$ cat config.mk
export PLATFORM = sky130hd
export DESIGN_NAME = dars_dsp_stage_flat
export DESIGN_NICKNAME = d
export VERILOG_FILES = /design/src/core/dars_pkg.sv /design/src/core/dars_fab_if.sv /design/src/core/dars_dsp_stage.sv /design/src/flat_wrapper.sv
export SDC_FILE = /design/constraint.sdc
export NUM_CORES = 1
export LEC_CHECK = 0
export ABC_CLOCK_PERIOD_IN_PS = 31500
export BUFFER_PORTS_ARGS = -buffer_cell sky130_fd_sc_hd__buf_2
export CELL_PAD_IN_SITES_DETAIL_PLACEMENT = 1
export CELL_PAD_IN_SITES_GLOBAL_PLACEMENT = 2
export CORE_ASPECT_RATIO = 0.8
export CORE_MARGIN = 5
export CORE_UTILIZATION = 34
export CTS_CLUSTER_SIZE = 40
export DETAILED_ROUTE_END_ITERATION = 8
export PLACE_DENSITY_LB_ADDON = 0.1
export SLEW_MARGIN = 20
export SYNTH_ARGS = -nofsm -noshare
export SYNTH_HDL_FRONTEND = slang
export SYNTH_SLANG_ARGS = --single-unit
$ cat constraint.sdc
create_clock -name ref_clk_i -period 31.5 [get_ports ref_clk_i]
set_input_delay 3.15 -clock ref_clk_i [delete_from_list [all_inputs] [get_ports ref_clk_i]]
set_output_delay 3.15 -clock ref_clk_i [all_outputs]
set_load 0.005 [all_outputs]
$ cat src/core/dars_pkg.sv
// Summary of operation
// - Zero saturation selector passes result unchanged.
// - Non-zero selector names the overflow detection bit.
// - Wide output mode keeps saturation selector zero.
// - Chained match also needs upstream match high.
// - Chained match forces rounding method to none.
// - Adder output compared against configurable pattern.
// - Only mask-one bits take part in match.
// - Rounding adds the configurable rounding offset.
// - Load feeds the preload constant as B.
// - Eight-entry constant table, output one cycle later.
// - Reset style option selects asynchronous or synchronous for the adder and output registers only.
// - Clock-enable qualified reset needs adder stage enable.
// - Each optional pipeline register bypassed when off.
// - Shift input moves B right seventeen bits.
// - Feedback B source needs output register, no rounding.
// - Registered output selection needs output register enabled.
// - Pre-adder gives 27-bit result without widening.
// - Chosen rounding method sets pattern, mask, offset.
// - Bypass passes A operand around adder, rounding and saturation, not the output register.
// - Rounding follows add or subtract, precedes saturation.
// - Rounding only while apply-rounding input is high.
package dars_pkg;
   localparam int DW = 64;
   localparam int RF_DEPTH = 8;
   localparam int RF_AW = 3;
   localparam int RF_W = 27;
   localparam int PRE_W = 27;
   localparam int B_SHIFT = 17;
   localparam int SAT_W = 6;
   localparam int RM_W = 3;
   localparam logic [SAT_W-1:0] SAT_NONE = 6'h00;
   localparam logic [RM_W-1:0] RM_NONE = 3'h0;
   localparam logic [RM_W-1:0] RM_NEAREST = 3'h1;
   localparam logic [RM_W-1:0] RM_ZERO = 3'h2;
   localparam logic [RM_W-1:0] RM_INF = 3'h3;
   localparam logic [DW-1:0] PATTERN_RST = 64'h0000_0000_0000_0000;
   localparam logic [DW-1:0] MASK_RST = 64'h0000_0000_0000_0000;
   localparam logic [DW-1:0] ROUND_CONST_RST = 64'h0000_0000_0000_0000;
   localparam logic [DW-1:0] LOAD_CONST_RST = 64'h0000_0000_0000_0000;
   localparam logic [RF_W-1:0] RF_RST = 27'h000_0000;
   localparam logic SEL_B_FEEDBACK = 1'b0;
   localparam logic [1:0] PRE_A_PLUS_B = 2'h0;
   localparam logic [1:0] PRE_A_MINUS_B = 2'h1;
   localparam logic [1:0] PRE_B_MINUS_A = 2'h2;
   localparam int WIDE_POS_BIT = 47;
   localparam int WIDE_NEG_BIT = 46;
   localparam int WIDE_MATCH_BIT = 45;
endpackage : dars_pkg

$ cat src/core/dars_fab_if.sv
`timescale 1ns/1ps
`default_nettype none
// Fabric side of the add/sub/round/saturate stage.
interface dars_fab_if;
   // Per-cycle controls and operands.
   logic load;
   logic mshift;
   logic rnd;
   logic sub;
   logic ce_addsub;
   logic ce_dout;
   logic rst_addsub;
   logic rst_dout;
   logic [dars_pkg::DW-1:0] b;
   logic [dars_pkg::RF_AW-1:0] reg_addr;
   logic [dars_pkg::PRE_W-1:0] pre_a;
   logic [dars_pkg::PRE_W-1:0] pre_b;
   // Static configuration.
   logic [dars_pkg::SAT_W-1:0] sat_mode;
   logic use_match_in;
   logic [dars_pkg::DW-1:0] match_pattern;
   logic [dars_pkg::DW-1:0] match_mask;
   logic [dars_pkg::DW-1:0] round_const;
   logic [dars_pkg::DW-1:0] load_const;
   logic [dars_pkg::RM_W-1:0] round_mode;
   logic wide48;
   logic sel_b;
   logic addsub_del;
   logic dout_del;
   logic bypass;
   logic [1:0] preadd_mode;
   // Results.
   logic [dars_pkg::DW-1:0] dout;
   logic match;
   logic over_pos;
   logic over_neg;
   logic [dars_pkg::RF_W-1:0] rf_dout;
   logic [dars_pkg::PRE_W-1:0] preadd_dout;

   modport dev (
      input load, mshift, rnd, sub, ce_addsub, ce_dout, rst_addsub, rst_dout, b, reg_addr, pre_a, pre_b,
      input sat_mode, use_match_in, match_pattern, match_mask, round_const, load_const, round_mode,
      input wide48, sel_b, addsub_del, dout_del, bypass, preadd_mode,
      output dout, match, over_pos, over_neg, rf_dout, preadd_dout
   );
   modport fab (
      output load, mshift, rnd, sub, ce_addsub, ce_dout, rst_addsub, rst_dout, b, reg_addr, pre_a, pre_b,
      output sat_mode, use_match_in, match_pattern, match_mask, round_const, load_const, round_mode,
      output wide48, sel_b, addsub_del, dout_del, bypass, preadd_mode,
      input dout, match, over_pos, over_neg, rf_dout, preadd_dout
   );
endinterface : dars_fab_if
`default_nettype wire

$ cat src/core/dars_dsp_stage.sv
`timescale 1ns/1ps
`default_nettype none
module dars_dsp_stage #(
   parameter bit ASYNC_RST = 1'b0,
   parameter bit RST_CE = 1'b0,
   parameter int SHIFT = dars_pkg::B_SHIFT,
   parameter logic [dars_pkg::RF_DEPTH*dars_pkg::RF_W-1:0] RF_INIT = '0
) (
   // Clock and reset.
   input wire logic ref_clk_i,
   input wire logic rst_i,
   // Multiplier operand and cascade.
   input wire logic [dars_pkg::DW-1:0] mult_a_i,
   input wire logic casc_match_i,
   output logic casc_match_o,
   // Fabric side.
   dars_fab_if.dev fab
);
   localparam logic [dars_pkg::DW-1:0] ONES = '1;

   logic [dars_pkg::DW-1:0] b_sel;
   logic [dars_pkg::DW-1:0] b_sh;
   logic [dars_pkg::DW-1:0] sum_d;
   logic [dars_pkg::DW-1:0] sum_q;
   logic [dars_pkg::DW-1:0] sum_st;
   logic round_take;
   logic [dars_pkg::DW-1:0] rounded;
   logic [dars_pkg::DW-1:0] hi_mask;
   logic [dars_pkg::DW-1:0] hi_bits;
   logic ovf;
   logic sign;
   logic [dars_pkg::DW-1:0] res_d;
   logic [2:0] flag_d;
   logic [dars_pkg::DW-1:0] dout_q;
   logic [2:0] flag_q;
   logic [dars_pkg::DW-1:0] res_out;
   logic [2:0] flag_out;
   logic match_loc;
   logic rst_sum;
   logic rst_out;
   logic [dars_pkg::RF_W-1:0] rf_mem [dars_pkg::RF_DEPTH];
   logic [dars_pkg::RF_W-1:0] rf_q;
   logic [dars_pkg::PRE_W-1:0] pre_d;
   logic [dars_pkg::PRE_W-1:0] pre_q;

   // Refuse shift amounts the B path cannot serve.
   if (SHIFT < 1 || SHIFT >= dars_pkg::DW) begin : g_bad_shift
      $error("SHIFT must lie between 1 and the data width minus one.");
   end

   // Refuse a table whose index cannot reach every entry.
   if (dars_pkg::RF_DEPTH != (1 << dars_pkg::RF_AW)) begin : g_bad_depth
      $error("RF_DEPTH must equal two to the power RF_AW.");
   end

   // Refuse a saturation selector that cannot name every bit.
   if ((1 << dars_pkg::SAT_W) != dars_pkg::DW) begin : g_bad_sat
      $error("SAT_W must address every bit of the data word.");
   end

   // Refuse wide-output flag bits outside the word or out of order.
   if (dars_pkg::WIDE_POS_BIT >= dars_pkg::DW || dars_pkg::WIDE_NEG_BIT >= dars_pkg::WIDE_POS_BIT ||
       dars_pkg::WIDE_MATCH_BIT >= dars_pkg::WIDE_NEG_BIT) begin : g_bad_wide
      $error("Wide-output flag bits must lie inside the word, in order.");
   end

   // Refuse table and pre-adder words wider than the data word.
   if (dars_pkg::RF_W > dars_pkg::DW || dars_pkg::PRE_W > dars_pkg::DW) begin : g_bad_width
      $error("Table and pre-adder words must fit the data word.");
   end

   // Constant table contents, one entry per index.
   for (genvar i = 0; i < dars_pkg::RF_DEPTH; i++) begin : g_rf
      assign rf_mem[i] = RF_INIT[i*dars_pkg::RF_W +: dars_pkg::RF_W];
   end

   // B operand selection, preload and shift, then add or subtract.
   always_comb begin
      b_sel = (fab.sel_b == dars_pkg::SEL_B_FEEDBACK) ? dout_q : fab.b;
      if (fab.load) begin
         b_sel = fab.load_const;
      end
      b_sh = fab.mshift ? dars_pkg::DW'($signed(b_sel) >>> SHIFT) : b_sel;
      sum_d = fab.sub ? mult_a_i - b_sh : mult_a_i + b_sh;
   end

   // Stage resets; the adder stage may wait for its clock enable.
   assign rst_sum = rst_i | (fab.rst_addsub & (~RST_CE | fab.ce_addsub));
   assign rst_out = rst_i | fab.rst_dout;

   // Optional adder-stage register.
   assign sum_st = fab.addsub_del ? sum_q : sum_d;

   // Pattern match on the adder output, optionally chained.
   assign match_loc = ((sum_st ^ fab.match_pattern) & fab.match_mask) == '0;
   assign casc_match_o = match_loc & (~fab.use_match_in | casc_match_i);

   // Rounding after the adder and before saturation, gated by the round input.
   always_comb begin
      sign = sum_st[dars_pkg::DW-1];
      case (fab.round_mode)
         dars_pkg::RM_NONE: round_take = 1'b0;
         dars_pkg::RM_ZERO: round_take = sign;
         dars_pkg::RM_INF: round_take = ~sign;
         default: round_take = 1'b1;
      endcase
      round_take = round_take & fab.rnd;
      rounded = round_take ? sum_st + fab.round_const : sum_st;
   end

   // Saturation at the selected bit, then the bypass path.
   always_comb begin
      hi_mask = ONES << fab.sat_mode;
      hi_bits = rounded & hi_mask;
      ovf = (fab.sat_mode != dars_pkg::SAT_NONE) && (hi_bits != '0) && (hi_bits != hi_mask);
      if (!ovf) begin
         res_d = rounded;
      end else if (rounded[dars_pkg::DW-1]) begin
         res_d = hi_mask;
      end else begin
         res_d = ~hi_mask;
      end
      flag_d = {ovf & ~rounded[dars_pkg::DW-1], ovf & rounded[dars_pkg::DW-1], casc_match_o};
      if (fab.bypass) begin
         res_d = mult_a_i;
         flag_d = 3'h0;
      end
   end

   // Registers under the chosen reset style.
   if (ASYNC_RST) begin : g_async
      always_ff @(posedge ref_clk_i or posedge rst_sum) begin
         if (rst_sum) begin
            sum_q <= '0;
         end else if (fab.ce_addsub) begin
            sum_q <= sum_d;
         end
      end
      always_ff @(posedge ref_clk_i or posedge rst_out) begin
         if (rst_out) begin
            dout_q <= '0;
            flag_q <= 3'h0;
         end else if (fab.ce_dout) begin
            dout_q <= res_d;
            flag_q <= flag_d;
         end
      end
   end else begin : g_sync
      always_ff @(posedge ref_clk_i) begin
         if (rst_sum) begin
            sum_q <= '0;
         end else if (fab.ce_addsub) begin
            sum_q <= sum_d;
         end
      end
      always_ff @(posedge ref_clk_i) begin
         if (rst_out) begin
            dout_q <= '0;
            flag_q <= 3'h0;
         end else if (fab.ce_dout) begin
            dout_q <= res_d;
            flag_q <= flag_d;
         end
      end
   end

   // Optional output register and the wide-output flag reuse.
   always_comb begin
      res_out = fab.dout_del ? dout_q : res_d;
      flag_out = fab.dout_del ? flag_q : flag_d;
      if (fab.wide48) begin
         flag_out = {res_out[dars_pkg::WIDE_POS_BIT], res_out[dars_pkg::WIDE_NEG_BIT],
                     res_out[dars_pkg::WIDE_MATCH_BIT]};
      end
   end
   assign fab.dout = res_out;
   assign fab.over_pos = flag_out[2];
   assign fab.over_neg = flag_out[1];
   assign fab.match = flag_out[0];

   // Constant table read, one cycle after the index.
   always_ff @(posedge ref_clk_i) begin
      if (rst_i) begin
         rf_q <= dars_pkg::RF_RST;
      end else begin
         rf_q <= rf_mem[fab.reg_addr];
      end
   end
   assign fab.rf_dout = rf_q;

   // Pre-adder without widening; the carry out of bit 26 is dropped.
   always_comb begin
      case (fab.preadd_mode)
         dars_pkg::PRE_A_MINUS_B: pre_d = fab.pre_a - fab.pre_b;
         dars_pkg::PRE_B_MINUS_A: pre_d = fab.pre_b - fab.pre_a;
         default: pre_d = fab.pre_a + fab.pre_b;
      endcase
   end
   always_ff @(posedge ref_clk_i) begin
      if (rst_i) begin
         pre_q <= '0;
      end else begin
         pre_q <= pre_d;
      end
   end
   assign fab.preadd_dout = pre_q;
endmodule : dars_dsp_stage
`default_nettype wire

$ cat src/flat_wrapper.sv
// flat-port wrapper written by rule: the top's interface ports become plain ports
module dars_dsp_stage_flat 
#(
   parameter bit ASYNC_RST = 1'b0,
   parameter bit RST_CE = 1'b0,
   parameter int SHIFT = dars_pkg::B_SHIFT,
   parameter logic [dars_pkg::RF_DEPTH*dars_pkg::RF_W-1:0] RF_INIT = '0
)
  (ref_clk_i, rst_i, mult_a_i, casc_match_i, casc_match_o, fab_load, fab_mshift, fab_rnd, fab_sub, fab_ce_addsub, fab_ce_dout, fab_rst_addsub, fab_rst_dout, fab_b, fab_reg_addr, fab_pre_a, fab_pre_b, fab_sat_mode, fab_use_match_in, fab_match_pattern, fab_match_mask, fab_round_const, fab_load_const, fab_round_mode, fab_wide48, fab_sel_b, fab_addsub_del, fab_dout_del, fab_bypass, fab_preadd_mode, fab_dout, fab_match, fab_over_pos, fab_over_neg, fab_rf_dout, fab_preadd_dout);
  dars_fab_if fab_i ();
  input wire logic ref_clk_i;
  input wire logic rst_i;
  input wire logic [dars_pkg::DW-1:0] mult_a_i;
  input wire logic casc_match_i;
  output logic casc_match_o;
  input wire logic [$bits(fab_i.load)-1:0] fab_load;
  input wire logic [$bits(fab_i.mshift)-1:0] fab_mshift;
  input wire logic [$bits(fab_i.rnd)-1:0] fab_rnd;
  input wire logic [$bits(fab_i.sub)-1:0] fab_sub;
  input wire logic [$bits(fab_i.ce_addsub)-1:0] fab_ce_addsub;
  input wire logic [$bits(fab_i.ce_dout)-1:0] fab_ce_dout;
  input wire logic [$bits(fab_i.rst_addsub)-1:0] fab_rst_addsub;
  input wire logic [$bits(fab_i.rst_dout)-1:0] fab_rst_dout;
  input wire logic [$bits(fab_i.b)-1:0] fab_b;
  input wire logic [$bits(fab_i.reg_addr)-1:0] fab_reg_addr;
  input wire logic [$bits(fab_i.pre_a)-1:0] fab_pre_a;
  input wire logic [$bits(fab_i.pre_b)-1:0] fab_pre_b;
  input wire logic [$bits(fab_i.sat_mode)-1:0] fab_sat_mode;
  input wire logic [$bits(fab_i.use_match_in)-1:0] fab_use_match_in;
  input wire logic [$bits(fab_i.match_pattern)-1:0] fab_match_pattern;
  input wire logic [$bits(fab_i.match_mask)-1:0] fab_match_mask;
  input wire logic [$bits(fab_i.round_const)-1:0] fab_round_const;
  input wire logic [$bits(fab_i.load_const)-1:0] fab_load_const;
  input wire logic [$bits(fab_i.round_mode)-1:0] fab_round_mode;
  input wire logic [$bits(fab_i.wide48)-1:0] fab_wide48;
  input wire logic [$bits(fab_i.sel_b)-1:0] fab_sel_b;
  input wire logic [$bits(fab_i.addsub_del)-1:0] fab_addsub_del;
  input wire logic [$bits(fab_i.dout_del)-1:0] fab_dout_del;
  input wire logic [$bits(fab_i.bypass)-1:0] fab_bypass;
  input wire logic [$bits(fab_i.preadd_mode)-1:0] fab_preadd_mode;
  output wire logic [$bits(fab_i.dout)-1:0] fab_dout;
  output wire logic [$bits(fab_i.match)-1:0] fab_match;
  output wire logic [$bits(fab_i.over_pos)-1:0] fab_over_pos;
  output wire logic [$bits(fab_i.over_neg)-1:0] fab_over_neg;
  output wire logic [$bits(fab_i.rf_dout)-1:0] fab_rf_dout;
  output wire logic [$bits(fab_i.preadd_dout)-1:0] fab_preadd_dout;
  assign fab_i.load = fab_load;
  assign fab_i.mshift = fab_mshift;
  assign fab_i.rnd = fab_rnd;
  assign fab_i.sub = fab_sub;
  assign fab_i.ce_addsub = fab_ce_addsub;
  assign fab_i.ce_dout = fab_ce_dout;
  assign fab_i.rst_addsub = fab_rst_addsub;
  assign fab_i.rst_dout = fab_rst_dout;
  assign fab_i.b = fab_b;
  assign fab_i.reg_addr = fab_reg_addr;
  assign fab_i.pre_a = fab_pre_a;
  assign fab_i.pre_b = fab_pre_b;
  assign fab_i.sat_mode = fab_sat_mode;
  assign fab_i.use_match_in = fab_use_match_in;
  assign fab_i.match_pattern = fab_match_pattern;
  assign fab_i.match_mask = fab_match_mask;
  assign fab_i.round_const = fab_round_const;
  assign fab_i.load_const = fab_load_const;
  assign fab_i.round_mode = fab_round_mode;
  assign fab_i.wide48 = fab_wide48;
  assign fab_i.sel_b = fab_sel_b;
  assign fab_i.addsub_del = fab_addsub_del;
  assign fab_i.dout_del = fab_dout_del;
  assign fab_i.bypass = fab_bypass;
  assign fab_i.preadd_mode = fab_preadd_mode;
  assign fab_dout = fab_i.dout;
  assign fab_match = fab_i.match;
  assign fab_over_pos = fab_i.over_pos;
  assign fab_over_neg = fab_i.over_neg;
  assign fab_rf_dout = fab_i.rf_dout;
  assign fab_preadd_dout = fab_i.preadd_dout;
  dars_dsp_stage #(.ASYNC_RST(ASYNC_RST), .RST_CE(RST_CE), .SHIFT(SHIFT), .RF_INIT(RF_INIT)) u_core (.ref_clk_i(ref_clk_i), .rst_i(rst_i), .mult_a_i(mult_a_i), .casc_match_i(casc_match_i), .casc_match_o(casc_match_o), .fab(fab_i));
endmodule
# After elaboration in Yosys (flattened, before gate mapping)

Memories as Yosys holds them, arrays and structs flattened. A register that Yosys moved wholly into a read port is not among the register bits.
Cells that the tools add are included.

Memories: 1
RAM bits: 0
Word-level logic and storage cells: 53
Bits in read-only memories: 216
Register bits after elaboration: 158
Input bits: 469
Output and inout port bits: 122
Bits in latches: 0

Equality and inequality tests: 5
Magnitude comparators: 0
Div/mod/pow operators: 0
$add $sub $neg: 6
Shift operators: 1
Multiplexer cells: 15
Reductions and logical operators: 6
Bitwise logic cells: 15
Multiply operators: 0

Memory list:

| memory           | depth | bits a word | read ports | clocked after Yosys merged registers in | write ports | RTL line              | text |
|---|---|---|---|---|---|---|---|
| (name not given) | 8     | 27          | 1          | 1                                       | 0           | dars_dsp_stage.sv:186 | `rf_q <= rf_mem[fab.reg_addr];` |

Operators by type and width:

| kind                    | count |
|---|---|
| $mux W64                | 9 |
| $add A64 B64 Y64        | 2 |
| $and A64 B64 Y64        | 2 |
| $logic_not A64 Y1       | 1 |
| $ne A64 B64 Y1          | 1 |
| $not A64 Y64            | 1 |
| $reduce_bool A64 Y1     | 1 |
| $shl A64 B6 Y64 const A | 1 |
| $sub A64 B64 Y64        | 1 |
| $xor A64 B64 Y64        | 1 |
| $mux W63                | 1 |
| $pmux W27 S2            | 1 |
| $sub A27 B27 Y27        | 2 |
| $add A27 B27 Y27        | 1 |
| $mux W3                 | 3 |
| $eq A3 B2 Y1 const B    | 2 |
| $reduce_bool A6 Y1      | 1 |
| $and A1 B1 Y1           | 4 |
| $not A3 Y4              | 1 |
| $logic_not A3 Y1        | 1 |
| $not A1 Y1              | 3 |
| $or A1 B1 Y1            | 3 |
| $pmux W1 S3             | 1 |
| $eq A2 B1 Y1 const B    | 1 |
| other kinds (2)         | 3 |

# Depth between registers and ports, before layout

Depth after elaboration: 18
Gate-level depth with buffers: 54
Depth with buffers taken out: 44

# Least setup slack after synthesis

Ideal clock, no wire load.

Kind: input to output
From: input fab_mshift
To: output fab_dout[0]
Stages on the path: 51
Path slack: 14.213 ns
Required time: 28.350 ns
Path buffers: 10
Arrival time: 14.137 ns
Cells stage by stage: clkbuf_1 > buf_1 > buf_2 > buf_1 > buf_1 > clkbuf_1 > clkbuf_1 > mux2i_1 > nor2_1 > a31oi_1 > ha_1 > inv_1 > nor4bb_1 > nor2b_1 > nand3_1 > nor3_1 > nand4_1 > nor2_1 > [... 15 more ...] > a21o_1 > a21o_1 > a21oi_1 > o21ai_0 > a2111oi_0 > o21ai_0 > a221oi_1 > xnor2_1 > a221oi_1 > and2_0 > a21oi_1 > a211o_1 > nor4b_4 > nor2_2 > buf_6 > buf_4 > o31a_1 > a31oi_1

Word-level cells in the longest chain between the ends: 15
Elaborated cells on any way between the ends: 19
Those cells by class: 3 x add/sub; 1 x eq/ne; 9 x mux; 3 x bitwise; 3 x reduce/logical

Ends and longest elaborated chain:

| item                                                                     | RTL line              | text |
|---|---|---|
| start, declared                                                          | flat_wrapper.sv:17    | `input wire logic [$bits(fab_i.mshift)-1:0] fab_mshift;` |
| $mux W63 (*)                                                             | dars_dsp_stage.sv:83  | `b_sh = fab.mshift ? dars_pkg::DW'($signed(b_sel) >>> SHIFT) : b_sel;` |
| $add A64 B64 Y64 / $sub A64 B64 Y64 (equally long branches)              | dars_dsp_stage.sv:84  | `sum_d = fab.sub ? mult_a_i - b_sh : mult_a_i + b_sh;` |
| $mux W64 (*)                                                             | dars_dsp_stage.sv:84  |  |
| $mux W64 (*)                                                             | dars_dsp_stage.sv:92  | `assign sum_st = fab.addsub_del ? sum_q : sum_d;` |
| parallel branches: the longest is 3 deep, another holds $add A64 B64 Y64 | -                     |  |
| $mux W64 (*)                                                             | dars_dsp_stage.sv:108 | `rounded = round_take ? sum_st + fab.round_const : sum_st;` |
| $and A64 B64 Y64                                                         | dars_dsp_stage.sv:114 | `hi_bits = rounded & hi_mask;` |
| $reduce_bool A64 Y1                                                      | dars_dsp_stage.sv:115 | `ovf = (fab.sat_mode != dars_pkg::SAT_NONE) && (hi_bits != '0) && (hi_bits != hi_mask);` |
| $logic_and A1 B1 Y1 (2 in a row)                                         | dars_dsp_stage.sv:115 |  |
| $mux W64 (*)                                                             | dars_dsp_stage.sv:116 | `if (!ovf) begin` |
| $mux W64 (*)                                                             | dars_dsp_stage.sv:124 | `if (fab.bypass) begin` |
| $mux W64 (*)                                                             | dars_dsp_stage.sv:169 | `res_out = fab.dout_del ? dout_q : res_d;` |
| end, declared                                                            | flat_wrapper.sv:41    | `output wire logic [$bits(fab_i.dout)-1:0] fab_dout;` |

Every way passes the cells marked *.

# Final worst setup path

From: input fab_load
To: output fab_over_pos

Word-level cells in the longest chain between the ends: 17
Elaborated cells on any way between the ends: 25
Those cells by class: 3 x add/sub; 1 x eq/ne; 13 x mux; 5 x bitwise; 3 x reduce/logical

Ends and longest elaborated chain:

| item                                                                     | RTL line                                     | text |
|---|---|---|
| start, declared                                                          | flat_wrapper.sv:16                           | `input wire logic [$bits(fab_i.load)-1:0] fab_load;` |
| $mux W64 (*)                                                             | dars_dsp_stage.sv:80                         | `if (fab.load) begin` |
| $mux W63                                                                 | dars_dsp_stage.sv:83                         |  |
| $add A64 B64 Y64 / $sub A64 B64 Y64 (equally long branches)              | dars_dsp_stage.sv:84                         |  |
| $mux W64 (*)                                                             | dars_dsp_stage.sv:84                         |  |
| $mux W64 (*)                                                             | dars_dsp_stage.sv:92                         |  |
| parallel branches: the longest is 3 deep, another holds $add A64 B64 Y64 | -                                            |  |
| $mux W64 (*)                                                             | dars_dsp_stage.sv:108                        |  |
| $and A64 B64 Y64                                                         | dars_dsp_stage.sv:114                        |  |
| $reduce_bool A64 Y1                                                      | dars_dsp_stage.sv:115                        |  |
| $logic_and A1 B1 Y1 (2 in a row)                                         | dars_dsp_stage.sv:115                        |  |
| $and A1 B1 Y1 / $mux W64 (equally long branches)                         | dars_dsp_stage.sv:123, dars_dsp_stage.sv:116 |  |
| $mux W3 / $mux W64 (equally long branches)                               | dars_dsp_stage.sv:124                        |  |
| $mux W3 / $mux W64 (equally long branches)                               | dars_dsp_stage.sv:170, dars_dsp_stage.sv:169 |  |
| $mux W3 (*)                                                              | dars_dsp_stage.sv:171                        | `if (fab.wide48) begin` |
| end, declared                                                            | flat_wrapper.sv:43                           | `output wire logic [$bits(fab_i.over_pos)-1:0] fab_over_pos;` |

Marks and branches as above.

==> results.yml <==
clocking:
  ctsHoldBuffers: 0
  cts_tree: "yes"
  clockBufferDepth: 2
  cts_buffers: 17
  cts.sinks: 158
  cts_resized: 0
  cts_max_level: 4
  post_cts_buffers: 0
  root_buffer: "clkbuf_16"
  path_clk_slew_ns: 0.07
  clock_latency_ns: 0.50
sta:
  maxSlewViolCount: 0
  tightest_slew_ns: 1.29
  fin_worst_skew_ns: 0.0192
  rsz0062_at_grt: "no"
  final-hold-violation-count: 0
  max_freq_mhz: 48.3
  setup_viol: 0
  min_period_ns: 20.70
  setup_slack_ns: 10.80
  timing.final.crit_share: 0.657
  slew_headroom: 0.118
  fin_hold_ws_ns: 0.464
  fin_setup_tns_ns: 0
floorplan:
  ios: 591
  dieWidth_um: 329
  die_h_um: 266
  core_mm2: 0.0808
  initial_core_util: 0.344
  dieArea_mm2: 0.0875
  core.rowCount: 93
synthesis:
  yosysSeqAreaShare: 0.114
  synth_cells: 3976
  yosysWarnings: 0
  yosys_most_used_dff: "dfxtp_1"
  synthDistinctLibCells: 93
  syn_area_mm2: 0.0278
  synth_top_area_share: 0.114
  synth_area_leaders: "dfxtp_1 (11%), ha_1 (8.2%), xnor2_1 (7.2%), nor2_1 (6.1%), a21oi_1 (5.4%)"
  synthArstFlopShare: 0
  synth_edf_count: 0
  synth-seq-cells: 158
  syn-mean-instance-area_um2: 6.98
  synth_top_area_cell: "dfxtp_1"
detailed_routing:
  dr.pass1.iters: 7
  drt-total-wl_um: 144000
  ant_nets: 0
  post-route-drc-count: 0
  vias_per_cell: 5.92
  post_drt_wl_per_cell_um: 26.3
  vias: 32500
  drt_iter0_markers: 2841
global_route:
  grtUsageTotal: 0.314
  grt_pass1_wl_um: 209000
  grt.overflow.total: 0
  grt_pass1_vias: 31700
  antenna_found_initial: 20
  grt_max_degree: 89
place:
  postPlaceCellArea_mm2: 0.0314
  place_congestion: 0.959
  dp_slack_ns: 11.12
  port_buffers: 560
  dp.final_hpwl_um: 119000
  dp.cells: 5453
worst_setup_path:
  cpPeakStageDelay_ns: 0.76
  crit_slowest_cell: "nor4b_1"
  path_class: "in2out"
  end_kind: "output pin"
  crit_fanout: 42
  critical_path_required_ns: 28.35
  critical_path_arrival_ns: 17.55
  start_kind: "input port"
layout:
  fillers: 10500
  area_growth_pct: 15.2
  drive_gt1_frac: 0.189
  layout.cells.non_filler: 5490
  finish.utilization: 0.396
  final_cell_area_mm2: 0.0320
  finalNetCount: 5036
pwr:
  ir_worst_vdd_mv: 0.0338
  p_leak_nw: 14.3
  power.total_mw: 1.57
  power.density_mw_per_mm2: 49.0
outcome:
  status: "complete, no violations"
flow_run:
  maxCapViolCount: 0
worst_hold_path:
  min_path_type: "reg2reg"
[metal layers]
metal / track usage / vias up / share of wire
met3: 0.0692 / 205 / 0.075
met5: 0 / - / 0.0011
met2: 0.500 / 1145 / 0.45
met1: 0.416 / 15800 / 0.43
met4: 0.119 / 24 / 0.039
li1: - / 15400 / -
[cell families after synthesis]
| kind of cell | count (synthesis) | share of synthesized area |
|---|---|---|
| simple gates | 1373 | 0.232 |
| flops | 158 | 0.114 |
| mux | 227 | 0.0917 |
| xor+xnor | 347 | 0.109 |
| fa+ha+maj | 187 | 0.0854 |
| other cells | 1 | 0.000135 |
| compound gates | 1268 | 0.306 |
| buf+inv | 415 | 0.0620 |
[cell usage after synthesis, drive strengths merged, types with 66 or more instances]
master	count
a21o	93
xnor2	227
o21ai	233
a21oi	300
ha	183
nor3	103
mux2	85
nand3	87
inv	143
a31oi	106
o31ai	66
nand2	383
buf	97
xor2	120
nor2	455
dfxtp	158
mux2i	129
clkbuf	173
[power by group]
group	switching, mW	total [mW]	internal [mW]
Combinational	0.709	1.12	0.406
Clock	0.109	0.223	0.115
Sequential	0.0112	0.228	0.217
Total	0.829	1.57	0.738
[worst max-delay path, delay by kind of cell]
kind	cells	cell delay, ns
AND/OR/NAND/NOR	21	5.82
AO/OA/AOI/OAI	10	4.25
buffers and inverters	7	2.17
multiplexers	4	1.40
adder cells (fa/ha/maj)	2	0.63
XOR/XNOR	1	0.09
[layout by cell type, fill, tap and decap left out, types with 93 or more instances in the layout]
| cell type | instances |
|---|---|
| dfxtp_1 | 158 |
| nor3_1 | 102 |
| nand2_1 | 383 |
| xor2_1 | 120 |
| mux2i_1 | 129 |
| a21o_1 | 93 |
| buf_2 | 558 |
| ha_1 | 183 |
| nor2_1 | 453 |
| a31oi_1 | 106 |
| inv_1 | 137 |
| a21oi_1 | 300 |
| o21ai_0 | 223 |
| xnor2_1 | 226 |
[flip-flops by register name, indices dropped and copies added (netlist names)]
name                    cells
u_core.dout_q              64
u_core.sum_q               64
u_core.fab.preadd_dout     27
u_core.flag_q               3
[path summary, 6_finish.rpt]
path / startpoint / to / slack, ns / cells past startpoint
setup / recovery: fab_load / fab_over_pos / 10.80 / 45
hold / removal: u_core.flag_q[1] / u_core.flag_q[1] / 0.46 / 2
setup reg to reg: u_core.dout_q[21] / u_core.dout_q[20] / 17.78 / 42
hold reg to reg: u_core.flag_q[1] / u_core.flag_q[1] / 0.46 / 2
[layout make-up]
class	count	area, um^2	area share
clock buffers	22	474	0.0148
multi-input cells	3429	23000	0.719
clock inverters	9	85.1	0.00266
flip-flops and latches	158	3160	0.0989
inverters	145	547	0.0171
diodes	6	15.0	0.000469
repair buffers	629	3330	0.104
well taps	1092	1370	0.0427
No activity file was read; power rests on OpenSTA's default activity.
